**src/common/vim_pkg.sv**
```systemverilog
// vectored interrupt map: shared constants and carrier types
// assumes one system clock and a processor core that fetches vectors
package vim_pkg;

   // ----------------------------------------
   // map geometry
   // ----------------------------------------
   localparam int NUM_PRIO = 25;
   localparam int VEC_W = 24;
   localparam int PRIO_W = 5;

   // ----------------------------------------
   // fixed vectors
   // ----------------------------------------
   localparam logic [VEC_W-1:0] RESET_VEC = 24'h008000;
   localparam logic [VEC_W-1:0] TRAP_VEC = 24'h008004;
   localparam logic [VEC_W-1:0] PRIO0_VEC = 24'h008008;
   localparam logic [VEC_W-1:0] VEC_STEP = 24'h000004;

   // ----------------------------------------
   // priority numbers of the sources
   // ----------------------------------------
   localparam int P_TOP_PIN = 0;
   localparam int P_AUTO_WAKE = 1;
   localparam int P_CLK_CTRL = 2;
   localparam int P_PORT_A = 3;
   localparam int P_SPI = 10;
   localparam int P_TIM1_UPD = 11;
   localparam int P_TIM1_CC = 12;
   localparam int P_TIM2_UPD = 13;
   localparam int P_TIM2_CC = 14;
   localparam int P_TIM3_UPD = 15;
   localparam int P_TIM3_CC = 16;
   localparam int P_I2C = 19;
   localparam int P_LIN_TX = 20;
   localparam int P_LIN_RX = 21;
   localparam int P_ADC = 22;
   localparam int P_TIM4_UPD = 23;
   localparam int P_DATA_MEM = 24;

   // reserved slots 8, 9, 17, 18 never carry a request
   localparam logic [NUM_PRIO-1:0] LIVE_MASK = 25'h1f9fcff;
   // slots able to end halt: 1, 3..7, 10, 19
   localparam logic [NUM_PRIO-1:0] WAKE_MASK = 25'h00804fa;

   // ----------------------------------------
   // carrier types
   // ----------------------------------------
   typedef struct packed {
      logic top_pin;
      logic auto_wake;
      logic clk_ctrl;
      logic [4:0] port_ae;
      logic spi_eot;
      logic tim1_upd;
      logic tim1_cc;
      logic tim2_upd;
      logic tim2_cc;
      logic tim3_upd;
      logic tim3_cc;
      logic i2c;
      logic lin_tx;
      logic lin_rx;
      logic adc_eoc;
      logic tim4_upd;
      logic mem_done;
      logic mem_prot;
   } irq_src_t;

   typedef struct packed {
      logic valid;
      logic [PRIO_W-1:0] prio;
      logic [VEC_W-1:0] addr;
   } vec_req_t;

   typedef enum logic [2:0] {
      ST_RESET = 3'b001,
      ST_RUN = 3'b010,
      ST_HALT = 3'b100
   } vim_state_t;

endpackage

```
**src/logic/vectored_interrupt_map.sv**
```systemverilog
// vectored interrupt map: picks the pending source, forms its vector, wakes from halt
// assumes request levels synchronous to clk_i, held until the core serves them
`timescale 1ns/100ps
module vectored_interrupt_map (
   // clock and reset
   input wire logic clk_i,
   input wire logic rst_n_i,
   // sources and core handshake
   input vim_pkg::irq_src_t src_i,
   input wire logic trap_i,
   input wire logic halt_req_i,
   input wire logic fetch_ack_i,
   // to the core
   output vim_pkg::vec_req_t req_o,
   output logic trap_pend_o,
   output logic halted_o,
   output logic wake_o
);
   import vim_pkg::*;

   // ----------------------------------------
   // source to slot mapping
   // ----------------------------------------
   function automatic logic [NUM_PRIO-1:0] map_slots(input irq_src_t s);
      logic [NUM_PRIO-1:0] v;
      v = '0;
      v[P_TOP_PIN] = s.top_pin;
      v[P_AUTO_WAKE] = s.auto_wake;
      v[P_CLK_CTRL] = s.clk_ctrl;
      for (int i = 0; i < 5; i++) begin
         v[P_PORT_A+i] = s.port_ae[i];
      end
      v[P_SPI] = s.spi_eot;
      v[P_TIM1_UPD] = s.tim1_upd;
      v[P_TIM1_CC] = s.tim1_cc;
      v[P_TIM2_UPD] = s.tim2_upd;
      v[P_TIM2_CC] = s.tim2_cc;
      v[P_TIM3_UPD] = s.tim3_upd;
      v[P_TIM3_CC] = s.tim3_cc;
      v[P_I2C] = s.i2c;
      v[P_LIN_TX] = s.lin_tx;
      v[P_LIN_RX] = s.lin_rx;
      v[P_ADC] = s.adc_eoc;
      v[P_TIM4_UPD] = s.tim4_upd;
      v[P_DATA_MEM] = s.mem_done | s.mem_prot;
      return v & LIVE_MASK;
   endfunction

   // vector address is linear in the priority number, reserved slots included
   function automatic logic [VEC_W-1:0] slot_vec(input logic [PRIO_W-1:0] p);
      return PRIO0_VEC + VEC_STEP * {{(VEC_W-PRIO_W){1'b0}}, p};
   endfunction

   // ----------------------------------------
   // state
   // ----------------------------------------
   vim_state_t state_r, state_nxt;
   vec_req_t req_r, req_nxt;
   logic trap_r, trap_nxt;
   logic halted_r, halted_nxt;
   logic wake_r, wake_nxt;

   logic [NUM_PRIO-1:0] pend;
   logic any_pend;
   logic any_wake;
   logic [PRIO_W-1:0] win;

   // ----------------------------------------
   // fixed priority pick
   // ----------------------------------------
   always_comb begin
      pend = map_slots(src_i);
      any_pend = |pend;
      any_wake = |(pend & WAKE_MASK);
      win = '0;
      for (int i = NUM_PRIO - 1; i >= 0; i--) begin
         if (pend[i]) begin
            win = PRIO_W'(i);
         end
      end
   end

   // ----------------------------------------
   // next state
   // ----------------------------------------
   always_comb begin
      state_nxt = state_r;
      req_nxt = req_r;
      trap_nxt = trap_r;
      halted_nxt = halted_r;
      wake_nxt = 1'b0;
      unique case (state_r)
         ST_RESET: begin
            // first fetch after reset is the start vector
            req_nxt.valid = 1'b1;
            req_nxt.prio = '0;
            req_nxt.addr = RESET_VEC;
            if (fetch_ack_i && req_r.valid) begin
               req_nxt.valid = 1'b0;
               state_nxt = ST_RUN;
            end
         end
         ST_RUN: begin
            // trap is unranked: it goes before any pending line
            if (trap_i) begin
               trap_nxt = 1'b1;
            end
            if (fetch_ack_i && req_r.valid) begin
               req_nxt.valid = 1'b0;
               if (trap_r) begin
                  trap_nxt = trap_i;
               end
            end else if (trap_r || trap_i) begin
               req_nxt.valid = 1'b1;
               req_nxt.prio = '0;
               req_nxt.addr = TRAP_VEC;
            end else begin
               // vector tracks the winner until the core takes it
               req_nxt.valid = any_pend;
               req_nxt.prio = win;
               req_nxt.addr = slot_vec(win);
            end
            if (halt_req_i && !(fetch_ack_i && req_r.valid)) begin
               state_nxt = ST_HALT;
               halted_nxt = 1'b1;
               req_nxt.valid = 1'b0;
            end
         end
         ST_HALT: begin
            // trap and non-waking lines stay masked while halted
            req_nxt.valid = 1'b0;
            if (any_wake) begin
               state_nxt = ST_RUN;
               halted_nxt = 1'b0;
               wake_nxt = 1'b1;
            end
         end
      endcase
   end

   // ----------------------------------------
   // registers
   // ----------------------------------------
   always_ff @(posedge clk_i or negedge rst_n_i) begin
      if (!rst_n_i) begin
         state_r <= ST_RESET;
         req_r <= '0;
         trap_r <= 1'b0;
         halted_r <= 1'b0;
         wake_r <= 1'b0;
      end else begin
         state_r <= state_nxt;
         req_r <= req_nxt;
         trap_r <= trap_nxt;
         halted_r <= halted_nxt;
         wake_r <= wake_nxt;
      end
   end

   assign req_o = req_r;
   assign trap_pend_o = trap_r;
   assign halted_o = halted_r;
   assign wake_o = wake_r;

endmodule

```
**config.mk**
```make
export PLATFORM = sky130hd
export DESIGN_NAME = vectored_interrupt_map
export DESIGN_NICKNAME = d
export VERILOG_FILES = /design/src/common/vim_pkg.sv /design/src/logic/vectored_interrupt_map.sv
export SDC_FILE = /design/constraint.sdc
export NUM_CORES = 1
export LEC_CHECK = 0
export ABC_AREA = 1
export CAP_MARGIN = 30
export CORE_ASPECT_RATIO = 0.6
export CORE_UTILIZATION = 57
export DETAILED_ROUTE_END_ITERATION = 10
export DONT_BUFFER_PORTS = 1
export PLACE_DENSITY = 0.72
export SYNTH_ARGS = -nofsm -noshare
export SYNTH_HDL_FRONTEND = slang
export SYNTH_SLANG_ARGS = --single-unit
```
**constraint.sdc**
```tcl
create_clock -name clk_i -period 3 [get_ports clk_i]
set_input_delay 0.6 -clock clk_i [delete_from_list [all_inputs] [get_ports clk_i]]
set_output_delay 0.6 -clock clk_i [all_outputs]
set_load 0.01 [all_outputs]
```
**Word-level counts from Yosys, hierarchy flattened**

Index checks and enable logic that the tools add are counted.
W data, S select, Z words.

- Register bits: 36
- Input bits: 27
- Output and inout port bits: 33
- Word-level logic and storage cells: 67

- Add/subtract/negate cells: 1
- Equal/unequal tests: 7
- Mux-type cells: 40
- Bitwise operators: 1
- Reductions and logical operators: 11

Operators with widths:

| operator | number |
|---|---|
| $mux W5 | 21 |
| $pmux W29 S2 | 1 |
| $mux W30 | 1 |
| $mux W29 | 1 |
| $reduce_or A21 Y1 | 1 |
| $add A16 B7 Y17 const A | 1 |
| $mux W1 | 10 |
| $mux W3 | 3 |
| $pmux W3 S3 | 1 |
| $ne A2 B2 Y1 const B | 4 |
| $reduce_or A8 Y1 | 1 |
| $reduce_and A3 Y1 | 2 |
| $reduce_bool A2 Y1 | 2 |
| $eq A3 B1 Y1 const B | 1 |
| $eq A3 B2 Y1 const B | 1 |
| $eq A3 B3 Y1 const B | 1 |
| $pmux W1 S3 | 1 |
| $logic_and A1 B1 Y1 | 2 |
| $pmux W1 S2 | 1 |
| $reduce_and A2 Y1 | 1 |
| $logic_not A1 Y1 | 1 |
| $logic_or A1 B1 Y1 | 1 |
| $or A1 B1 Y1 | 1 |

**Logic depth before layout (Yosys ltp)**

Gate-level depths: netlist of run 1.

- Depth in word-level cells: 27
- Depth in mapped cells: 23
- Gate-level depth less buffers: 23

**Worst setup path after synthesis of run 1**

Ideal clock, no wire load.

- Kind: input port to flip-flop
- Start point: input src_i[2] (netlist name)
- End point: register req_r, in the netlist req_o[4]
- Setup time: 122 ps
- Data arrival time: 1807 ps
- Required time: 2878 ps
- Setup slack: 1071 ps
- Cell stages on the path: 10
- Buffers on the path: 0
- Cell sequence: nor2_1 > inv_1 > nor3_1 > inv_1 > a21oi_1 > o21ai_1 > nand2_1 > inv_1 > ha_1 > a32o_1

- Cells in the longest elaborated chain, start to end: 24

Ends and longest elaborated chain:

| item | RTL line | source |
|---|---|---|
| start, declared | vectored_interrupt_map.sv:9 | `input vim_pkg::irq_src_t src_i,` |
| $mux W5 (20 in a row) | vectored_interrupt_map.sv:77 | `if (pend[i]) begin` |
| $add A16 B7 Y17 | vectored_interrupt_map.sv:51 | `return PRIO0_VEC + VEC_STEP * {{(VEC_W-PRIO_W){1'b0}}, p};` |
| $mux W30 | vectored_interrupt_map.sv:113 | `end else if (trap_r \|\| trap_i) begin` |
| $mux W29 | vectored_interrupt_map.sv:108 | `if (fetch_ack_i && req_r.valid) begin` |
| $pmux W29 S2 | vectored_interrupt_map.sv:92 | `unique case (state_r)` |
| end signal, assigned | vectored_interrupt_map.sv:153 | `req_r <= req_nxt;` |
| end, declared | vectored_interrupt_map.sv:58 | `vec_req_t req_r, req_nxt;` |

No other way between the ends. The select of a mux whose other input is x is not followed.
A chain may end at the register's enable or synchronous reset.

**Worst setup path after layout of run 1**

Same ends and word-level chain as after synthesis.

==> results of run 1 <==
[per-stage QoR]
stage	instances	total power [W]
floorplan	202	0.0006041
global placement	212	0.0006284
detailed placement	212	0.0006386
CTS	216	0.0008175
global route	216	0.0008710
finish	216	0.0008159
[routing by layer]
metal | vias up | GRT usage
met5 | - | 0
met4 | 0 | 0.09302
met3 | 4 | 0.09524
met2 | 51 | 0.4158
met1 | 478 | 0.2825
li1 | 537 | -
[layout by cell type (no fill, tap or decap)]
cell,instances
a31oi_1,2
clkinv_2,1
ha_1,1
nor3_2,1
o21ai_1,11
clkbuf_8,3
or2_1,1
a21oi_1,1
a32o_1,1
conb_1,17
dfstp_2,1
inv_1,30
nand3_1,8
o21ai_0,1
nor2_8,1
nand4_1,3
nand2_1,54
nor4_1,1
nor3_1,6
inv_2,7
nor2_4,1
dfrtp_1,18
nor2_1,18
[power breakdown]
group          internal, W  switching, W  leakage, nW  total [W]
logic            0.0000747      0.000175        0.474   0.000250
registers         0.000315     0.0000703        0.239   0.000385
clock network    0.0000925     0.0000887       0.0255   0.000181
[cell families after synthesis]
family | synth area share
AND/OR/NAND/NOR | 0.3264
buffers and inverters | 0.2146
flip-flops | 0.3769
AO/OA/AOI/OAI | 0.06923
adder cells (fa/ha/maj) | 0.009890
other | 0.002965
[flip-flops by register name (all words and copies together) (netlist names)]
register,count
state_r,3
trap_pend_o,1
wake_o,1
halted_o,1
req_o,13
[final cells by class]
cell class	count	area (um2)	share of cell area
Clock buffer	3	41.29	0.03242
Clock inverter	1	5.005	0.003929
Inverter	37	138.9	0.1090
Multi-Input combinational cell	128	576.8	0.4528
Sequential cell	19	476.7	0.3743
Tap cell	28	35.03	0.02750
[worst paths after layout]
path / start / to
setup / recovery: src_i[2] / req_o[4]
hold / removal: rst_n_i / req_o[5]
setup reg to reg: state_r[0] / req_o[6]
hold reg to reg: req_o[15] / req_o[15]
max in group asynchronous: rst_n_i / state_r[0]
min in group clk_i: trap_i / trap_pend_o
==> results.md, run 1 <==
* Outcome: complete, no violations
* Clock skew at ~0.0047 ns
* Max layer used: met4
* Gr ovfl total at 0
* Pre-CTS WS at 0.8400 ns
* Drt pass-1 iters at 4
* PostCTS Resize Cnt at 0
* Reg2Reg Depth at 7
* Clk root buf: clkbuf_8
* Worst Slack Setup Final at 1.090 ns
* Post-DP Area at 1227 um2
* Met2 routed WL at 1.205 mm
* Bufs and invs on worst path at 3
* Row cnt at 12
* Core Util, Final at 0.6476
* Remaining DRCs at 0
* Clock slew at the register clock pins of the worst setup and hold paths at approximately 0.08 ns
* Most used cell, CP: inv_1
* # H-tree levels at 1
* CP max-delay cell: nor3_1
* Core ar. at 1967 um2
* Power per cell area at 640.6 nW/um2
* Minimum clock period at 1.910 ns
* Clk sinks at 19
* R2R setup slack at 1.48 ns
* CTS tree: built
* Synth top area cells: dfrtp_1 36%, nand2_1 16%, buf_4 10%
* Via count at 1070
* Min-Delay Path Class: in -> async
* Synthesized netlist cell count at 186
* Top fanout value on the critical path at 3
* Cell area after synthesis at 1265 um2
* CP startpoint kind: input pin
* Post-synth EDFFs at 0
* Diodes inserted at 0
* Post-route setup TNS at 0 ns
* Layout cell share with drive strength beyond 1 at 0.07979
* Most used DFF post-synth: dfrtp_1
* Post-cts hold buffer count at 0
* Crit path max-delay family: simple AND/OR/NAND/NOR gates
* Detail Route Antenna Nets at 0
* DRT met1 WL at 1.171 mm
* Die height at 38.49 um
* Post-DP HPWL at 2.102 mm
* Maximum VDD drop at 357.2 uV
* First-pass GRT wire length at approximately 4.1 mm
* Via density at 4.954
* Slew Viols, Final at 0
* Yosys warns at 0
* Leakage power at 0.7378 nW
* Fmax at 0.5235 GHz
* Later-pin clock latency in the skew report at between 0.2 and 0.3 ns
* Fin area at 1274 um2
* Synth top area share at 0.3561
* Initial core utilization at 0.6431
* Synth area leader: dfrtp_1
* Ports at 60
* CP endpoint kind: flop
* Max cap viols at 0
* Initial antenna violation count at 0
* Largest stage delay on the critical path at ~0.3 ns
* Synth cell count leaders: 54 x nand2_1, 30 x inv_1, 18 x dfrtp_1, 18 x nor2_1, 17 x buf_4
* Routed Wire Length at 2.641 mm
* Syn_area_per_cell at 6.801 um2
* Crit path required time at 3.15 ns
* CP Class: in -> reg
* Die ar. at approximately 2400 um2
* Critical Path Stages at 10
* Wire per inst at 12.23 um
* Most frequent cell after synthesis: nand2_1
* RD Place Congestion at roughly 0.9
* Number of global-route vias before repair at 899
* Post-synthesis register bit count at 19
* Hold Violations, Final at 0
* Seq/Total Area, Yosys at 0.3769
* Die W at 62.82 um
* Period utilization at 0.6367
* Syn-to-layout area delta at 0.6923%
* Critical-path cell list: nor2_1, inv_1, nor3_1, inv_1, a21oi_1, o21ai_1, nand2_1, inv_1, ha_1, a32o_1
* Asr flop ratio synth at 1.000
* Post-CTS setup repair buffer count at 0
* Maximum clock path buffer count at 2
* Pin count of the biggest net entering global routing at 20
* Cts bufs inserted at 3
* RSZ-0062 raised after global routing: no
* Final setup fails at 0
* Initial DRC Count at 70
* Layout fillers at 187
* Synth cell types at 23
* Crit path DAT at 2.06 ns
* Nets at between 200 and 250
* WHS at 0.02503 ns
* Routed met3 length at 237 um
* Tot GR Track Use at 0.2428
* Number of buffers inserted by port buffering at 0
(Power assumes the default switching activity.)
==> run 2: changes to the inputs <==
==> constraint.sdc (replaced) <==
create_clock -name clk_i -period 1.9 [get_ports clk_i]
set_input_delay 0.38 -clock clk_i [delete_from_list [all_inputs] [get_ports clk_i]]
set_output_delay 0.38 -clock clk_i [all_outputs]
set_load 0.01 [all_outputs]
==> run 2 against run 1 <==
Compared with the run above:
- clock-buffer cell count up 1
- worst hold slack better by 0.22 ns
- design area increased by 1.3%
- non-clock buffer count up 2
- clock skew decreased by 0.0020 ns
- combinational power rose by 60%
- register-to-register slack got worse by 1.1 ns
- utilization is 0.83 points higher
- sequential power increased by 58%
- flip-flop and latch count unchanged
- critical path type unchanged
==> results.md, run 2 (synthesis results as in run 1) <==
* Wire per inst at 10.83 um (was 12.23 um)
* Clk sinks at 19 (unchanged)
* Initial DRC Count at 51 (was 70)
* Cts bufs inserted at 3 (unchanged)
* Outcome: complete, no violations (unchanged)
* Min-Delay Path Class: in -> reg (was in -> async)
* Die ar. at 2418 um2 (unchanged)
* Diodes inserted at 0 (unchanged)
* Clock skew at 0.002636 ns (was 0.004659 ns)
* Commonest non-fill, non-tap cell in the layout: nand2_1 (unchanged)
* Post-DP Area at 1235 um2 (was 1227 um2)
* Post-DP HPWL at 1.950 mm (was 2.102 mm)
* Fmax at about 0.63 GHz
* CTS tree: built (unchanged)
* RD Place Congestion at 0.9215 (was 0.9031)
* Worst Slack Setup Final at 0.3108 ns (was 1.090 ns)
* Later-pin clock latency in the skew report at 0.25 ns (was 0.26 ns)
* Layout fillers at 187 (unchanged)
* Post-route setup TNS at 0 ns (unchanged)
* Largest stage delay on the critical path at 0.28 ns (was 0.30 ns)
* Commonest cells after routing, fill and taps aside: 54 x nand2_1, 30 x inv_1, 18 x nor2_1, 18 x dfrtp_1, 17 x conb_1 (unchanged)
* Most used cell, CP: inv_1 (unchanged)
* Syn-to-layout area delta at 1.978% (was 0.6923%)
* Drt pass-1 iters at 4 (unchanged)
* Via count at 1053 (was 1070)
* Ports at 60 (unchanged)
* Remaining DRCs at 0 (unchanged)
* Routed Wire Length at 2.361 mm (was 2.641 mm)
* Number of buffers inserted by port buffering at 0 (unchanged)
* Maximum VDD drop at 670.8 uV (was 357.2 uV)
* Tot GR Track Use at 0.2275 (was 0.2428)
* Crit path DAT at 1.73 ns (was 2.06 ns)
* Minimum clock period at roughly 1.6 ns
* First-pass GRT wire length at 4.043 mm (was 4.140 mm)
* Period utilization at 0.8364
* Detail Route Antenna Nets at 0 (unchanged)
* Tightest Pin Transition at between 0.8 and 0.9 ns
* Top fanout value on the critical path at 3 (unchanged)
* Die W at 62.82 um (unchanged)
* Clock slew at the register clock pins of the worst setup and hold paths at 0.07 ns (was 0.08 ns)
* Gr ovfl total at 0 (unchanged)
* CP endpoint kind: flop (unchanged)
* Core ar. at 1967 um2 (unchanged)
* Initial core utilization at 0.6431 (unchanged)
* Maximum clock path buffer count at 2 (unchanged)
* Row cnt at 12 (unchanged)
* Max cap viols at 0 (unchanged)
* Crit path max-delay family: simple AND/OR/NAND/NOR gates (unchanged)
* # H-tree levels at 1 (unchanged)
* CP startpoint kind: input pin (unchanged)
* Nets at 219 (was 217)
* Post-CTS setup repair buffer count at 0 (unchanged)
* CP Class: in -> reg (unchanged)
* Die height at 38.49 um (unchanged)
* PostCTS Resize Cnt at 0 (unchanged)
* Clk root buf: clkbuf_8 (unchanged)
* CP max-delay cell: ha_1 (was nor3_1)
* Pre-CTS WS at 0.04010 ns (was 0.8400 ns)
* Initial antenna violation count at 0 (unchanged)
* Slew Viols, Final at 0 (unchanged)
* Leakage power at 0.7446 nW (was 0.7378 nW)
* Crit path required time at 2.04 ns (was 3.15 ns)
* Power per cell area at 992.5 nW/um2 (was 640.6 nW/um2)
* RSZ-0062 raised after global routing: no (unchanged)
* Fin area at 1290 um2 (was 1274 um2)
* Number of global-route vias before repair at 949 (was 899)
* Bufs and invs on worst path at 3 (unchanged)
* Critical-path cell list: nor2_1, inv_1, nor3_1, inv_1, a21oi_1, o21ai_1, nand2_1, inv_1, ha_1, a32o_1 (unchanged)
* Hold Violations, Final at 0 (unchanged)
* Slew HR at 0.4365
* Final setup fails at 0 (unchanged)
* Pin count of the biggest net entering global routing at 20 (unchanged)
* Max reg flops at 13 (unchanged)
* WHS at 0.2477 ns (was 0.02503 ns)
* Via density at 4.830 (was 4.954)
* Layout cell share with drive strength beyond 1 at 0.07895 (was 0.07979)
[run 2: changes by cell type in the layout (fill, tap and decap cells not counted)]
cell,delta
dlygate4sd3_1,+1
clkinv_2,-1
clkbuf_1,+1
buf_4,+1
[run 2: final cells by class]
class	count	area, um2	share of cell area
clock buffers	4	45.04	0.03492
inverters	37	138.9	0.1077
multi-input cells	128	576.8	0.4471
flip-flops and latches	19	476.7	0.3695
well taps	28	35.03	0.02716
repair buffers	2	17.52	0.01358
[run 2: worst reg2reg max path, cell delays in order, from the launching register on]
cell and delay [ns]:
dfrtp_1 0.40, nor3_2 0.30, inv_2 0.11, nor2_4 0.18
nand2_1 0.18, nor2_1 0.14, nand3_1 0.08, nand3_1 0.07
[run 2: power breakdown]
group	total (W)	switching (W)	internal, W
logic	0.000400	0.000280	0.000120
clock network	0.000272	0.000124	0.000149
registers	0.000608	0.000111	0.000497
[run 2: worst paths after layout]
kind,slack [ns],depth (start not counted),startpoint,end
min in group asynchronous,0.68,1,rst_n_i,req_o[5]
min,0.25,2,trap_i,trap_pend_o
max reg2reg,0.37,7,state_r[2],req_o[6]
max,0.31,10,src_i[2],req_o[4]
max in group asynchronous,0.70,1,rst_n_i,req_o[4]
min reg2reg,0.54,1,req_o[15],req_o[15]
[run 2: metal layers]
| metal | routed length [um] | up-vias | track usage | share of wire |
|---|---|---|---|---|
| li1 | - | 542 | - | - |
| met1 | 1085 | 458 | 0.2672 | 0.46 |
| met2 | 1048 | 53 | 0.3913 | 0.44 |
| met3 | 227 | 0 | 0.1012 | 0.096 |
| met4 | 0 | 0 | 0.05233 | 0 |
| met5 | 0 | - | 0 | 0 |
[run 2: metrics by stage]
stage          total power (W)  utilization  std cells
2_1_floorplan        0.0009538            -        202
3_3_place_gp         0.0009917       0.6279        213
3_5_place_dp          0.001007       0.6279        213
4_1_cts               0.001290       0.6559        218
5_1_grt               0.001386       0.6559        218
6_report              0.001280       0.6559        218
[run 2: what timing repair did]
item / CTS / global route
hold endpoints to repair: 19 / 0
hold buffers: 1 / 0
setup endpoints to repair: 0 / 0
==> run 3: changes to the inputs <==
--- a/config.mk
+++ b/config.mk
@@ -5,7 +5,7 @@
 export SDC_FILE = /design/constraint.sdc
 export NUM_CORES = 1
 export LEC_CHECK = 0
-export ABC_AREA = 1
+export ABC_AREA = 0
 export CAP_MARGIN = 30
 export CORE_ASPECT_RATIO = 0.6
 export CORE_UTILIZATION = 57
==> constraint.sdc (replaced) <==
create_clock -name clk_i -period 1.5 [get_ports clk_i]
set_input_delay 0.3 -clock clk_i [delete_from_list [all_inputs] [get_ports clk_i]]
set_output_delay 0.3 -clock clk_i [all_outputs]
set_load 0.01 [all_outputs]
==> run 3 against run 2 <==
Compared with the run above:
- the flow now finishes with violations (negative setup slack)
- wire length up 30%
- final cell count down 15%
- sequential share of layout area down 3.1 points
- sequential power up 3.8%
- combinational power down 17%
- power down 4.3%
- utilization up 6.6 points
- critical path type unchanged
- clock power down 3%
- largest power group unchanged
==> results.md, run 3 <==
* Wire per inst at 16.60 um (was 10.83 um)
* CP max-delay cell: or4_4 (was ha_1)
* Via count at 1104 (was 1053)
* Die ar. at 2399 um2 (was 2418 um2)
* Fin area at 1409 um2 (was 1290 um2)
* Initial DRC Count at 52 (was 51)
* Top fanout value on the critical path at 3 (unchanged)
* Synthesized netlist cell count at 141 (was 186)
* Logic pwr share at 0.270 (was 0.312)
* Diodes inserted at 0 (unchanged)
* NetSw at 0.0004087 W (was 0.0005145 W)
* RD Place Congestion at 0.8804 (was 0.9215)
* Crit path DAT at 1.71 ns (was 1.73 ns)
* Outcome: complete, but fails checks (was complete, no violations)
* Post-DP Area at 1365 um2 (was 1235 um2)
* Clk sinks at 19 (unchanged)
* Fmax at about 0.66 GHz
* Compound-Gate Fraction of Synth Area at 0.2114 (was 0.06924)
* Clk root buf: clkbuf_4 (was clkbuf_8)
* Core ar. at 1952 um2 (was 1967 um2)
* CP Class: in -> reg (unchanged)
* Crit path required time at 1.70 ns (was 2.04 ns)
* Routed Wire Length at 3.071 mm (was 2.361 mm)
* Internal at 0.0008168 W (was 0.0007659 W)
* Commonest cells after routing, fill and taps aside: 18 x dfrtp_1, 17 x conb_1, 16 x buf_4 (was 54 x nand2_1, 30 x inv_1, 18 x nor2_1, 18 x dfrtp_1, 17 x conb_1)
* Ports at 60 (unchanged)
* # H-tree levels at 1 (unchanged)
* Largest family of logic cells by synthesized area: simple AND/OR/NAND/NOR gates (unchanged)
* Post-synthesis adder-cell area fraction at 0.009970 (was 0.009891)
* Cell area after synthesis at 1255 um2 (was 1265 um2)
* Clock network power share at 0.215 (was 0.213)
* Period utilization at 1.007
* Sequential power share at 0.515 (was 0.475)
* Hold Violations, Final at 0 (unchanged)
* Bufs and invs on worst path at 0 (was 3)
* Power per cell area at 869.8 nW/um2 (was 992.5 nW/um2)
* CP endpoint kind: flop (unchanged)
* Minimum clock period at 1.510 ns
* Detail Route Antenna Nets at 0 (unchanged)
* Syn_area_per_cell at 8.900 um2 (was 6.801 um2)
* Post-CTS setup repair buffer count at 0 (unchanged)
* Max cap viols at 0 (unchanged)
* Number of global-route vias before repair at 1079 (was 949)
* Number of buffers inserted by port buffering at 0 (unchanged)
* WHS at 0.07698 ns (was 0.2477 ns)
* Nets at 186 (was 219)
* Mux cell area share after synthesis at 0 (unchanged)
* Cts bufs inserted at 3 (unchanged)
* Tot GR Track Use at 0.2855 (was 0.2275)
* Critical-path cell list: or4_4, nor4_4, nand3b_2, a21bo_1, a31o_1 (was nor2_1, inv_1, nor3_1, inv_1, a21oi_1, o21ai_1, nand2_1, inv_1, ha_1, a32o_1)
* Yosys warns at 0 (unchanged)
* Post-synthesis simple-gate area fraction at 0.2682 (was 0.3264)
* Core Util, Final at 0.7218 (was 0.6559)
* Largest stage delay on the critical path at 0.56 ns (was 0.28 ns)
* Tightest Pin Transition at 0.8330 ns (was 0.8425 ns)
* Row cnt at 12 (unchanged)
* Die W at 62.58 um (was 62.82 um)
* Max reg flops at 13 (unchanged)
* Remaining DRCs at 0 (unchanged)
* RSZ-0062 raised after global routing: yes (was no)
* Clock skew at 0.003590 ns (was 0.002636 ns)
* Commonest non-fill, non-tap cell in the layout: dfrtp_1 (was nand2_1)
* Initial core utilization at 0.6429 (was 0.6431)
* Later-pin clock latency in the skew report at 0.31 ns (was 0.25 ns)
* CP startpoint kind: input pin (unchanged)
* Leakage power at 0.6312 nW (was 0.7446 nW)
* Failing checks: negative setup slack
* Via density at 5.968 (was 4.830)
* Syn-to-layout area delta at 12.26% (was 1.978%)
* Worst Slack Setup Final at -0.01030 ns (was 0.3108 ns)
* Slew HR at 0.4429 (was 0.4365)
* CTS tree: built (unchanged)
* Placed cells at 180 (was 213)
* Slew Viols, Final at 0 (unchanged)
* Drt pass-1 iters at 4 (unchanged)
* Pin count of the biggest net entering global routing at 20 (unchanged)
* Most used DFF post-synth: dfrtp_1 (unchanged)
* Asr flop ratio synth at 1.000 (unchanged)
* Post-synth EDFFs at 0 (unchanged)
* Sw Share at 0.3335 (was 0.4018)
* Synth top area share at 0.3589 (was 0.3561)
* Synth cell count leaders: 18 x dfrtp_1, 17 x buf_4, 16 x nor2_1 (was 54 x nand2_1, 30 x inv_1, 18 x dfrtp_1, 18 x nor2_1, 17 x buf_4)
* Final setup fails at 1 (was 0)
* First-pass GRT wire length at 4.954 mm (was 4.043 mm)
* Synth top area cells: dfrtp_1 36%, buf_4 10%, nor2_1 4.8% (was dfrtp_1 36%, nand2_1 16%, buf_4 10%)
* Synth area leader: dfrtp_1 (unchanged)
* Layout cell share with drive strength beyond 1 at 0.2484 (was 0.07895)
* Crit path max-delay family: simple AND/OR/NAND/NOR gates (unchanged)
* XOR/XNOR Fraction of Synth Area at 0 (unchanged)
* Seq/Total Area, Yosys at 0.3799 (was 0.3769)
* Maximum VDD drop at 679.3 uV (was 670.8 uV)
* Post-synthesis register bit count at 19 (unchanged)
* Die height at 38.35 um (was 38.49 um)
* Initial antenna violation count at 0 (unchanged)
* Clock slew at the register clock pins of the worst setup and hold paths at 0.10 ns (was 0.07 ns)
* Final std cells w/o fill at 185 (was 218)
* Layout fillers at 152 (was 187)
* Synth cell types at 40 (was 23)
* Most frequent cell after synthesis: dfrtp_1 (was nand2_1)
* Post-DP HPWL at 2.480 mm (was 1.950 mm)
* Gr ovfl total at 0 (unchanged)
* Maximum clock path buffer count at 2 (unchanged)
* Min-Delay Path Class: in -> reg (unchanged)
run 3: cell types whose count changed in the layout (fill, tap and decap cells not counted), sizes merged, moves of 5 or more:
cell and change:
o31ai +5, nand2b +5, buf +15, nand2 -46, a21oi +7, or4 +5, inv -33
run 3: logic make-up after synthesis:
family / count (synthesis)
adder cells (fa/ha/maj): 1
AND/OR/NAND/NOR: 57
buffers and inverters: 25
flip-flops: 19
other: 1
AO/OA/AOI/OAI: 38
run 3: worst paths after layout:
kind | startpoint | end | slack, ns | depth (start not counted)
hold reg to reg | req_o[15] | req_o[15] | 0.55 | 1
max in group asynchronous | rst_n_i | req_o[6] | 0.46 | 1
setup reg to reg | req_o[29] | req_o[6] | 0.06 | 5
hold / removal | src_i[21] | req_o[24] | 0.08 | 1
setup / recovery | src_i[2] | req_o[6] | -0.01 | 5
min in group asynchronous | rst_n_i | req_o[24] | 0.53 | 1
run 3: cell type report:
type	instances	area, um2	share of cell area
clock buffer	4	26.28	0.01865
multi-input combinational	113	725.7	0.5151
sequential	19	476.7	0.3384
timing repair buffer	17	130.1	0.09236
inverter	4	15.01	0.01066
tap	28	35.03	0.02487
run 3: power groups by stage:
| stage | registers, W | logic, W | clock network (W) |
|---|---|---|---|
| global route | 0.000638 | 0.000361 | 0.000289 |
| finish | 0.000631 | 0.000331 | 0.000264 |
| CTS | 0.000630 | 0.000327 | 0.000271 |
| detailed placement | 0.000640 | 0.000312 | 0 |
| global placement | 0.000636 | 0.000303 | 0 |
| floorplan | 0.000638 | 0.000229 | 0 |
run 3: routing by layer:
layer	wire, um	global-route usage	vias up
met5	0	0	-
met4	29	0.1163	0
met3	245	0.08036	4
met2	1500	0.5163	58
met1	1294	0.3309	532
li1	-	-	510
run 3: metrics by stage:
step | power (W) | setup slack, ns | setup TNS (ns)
floorplan | 0.0008663 | -0.2441 | -0.9453
global placement | 0.0009391 | -0.2553 | -1.655
detailed placement | 0.0009519 | -0.3272 | -1.920
CTS | 0.001228 | -0.001239 | -0.001239
global route | 0.001288 | -0.003877 | -0.003877
finish | 0.001225 | -0.01030 | -0.01030
run 3: repair_timing:
item | in CTS | in global routing
endpoints found under the hold margin | 19 | 0
hold buffers | 1 | 0
resized for setup | 1 | 1
setup endpoints to repair | 1 | 1
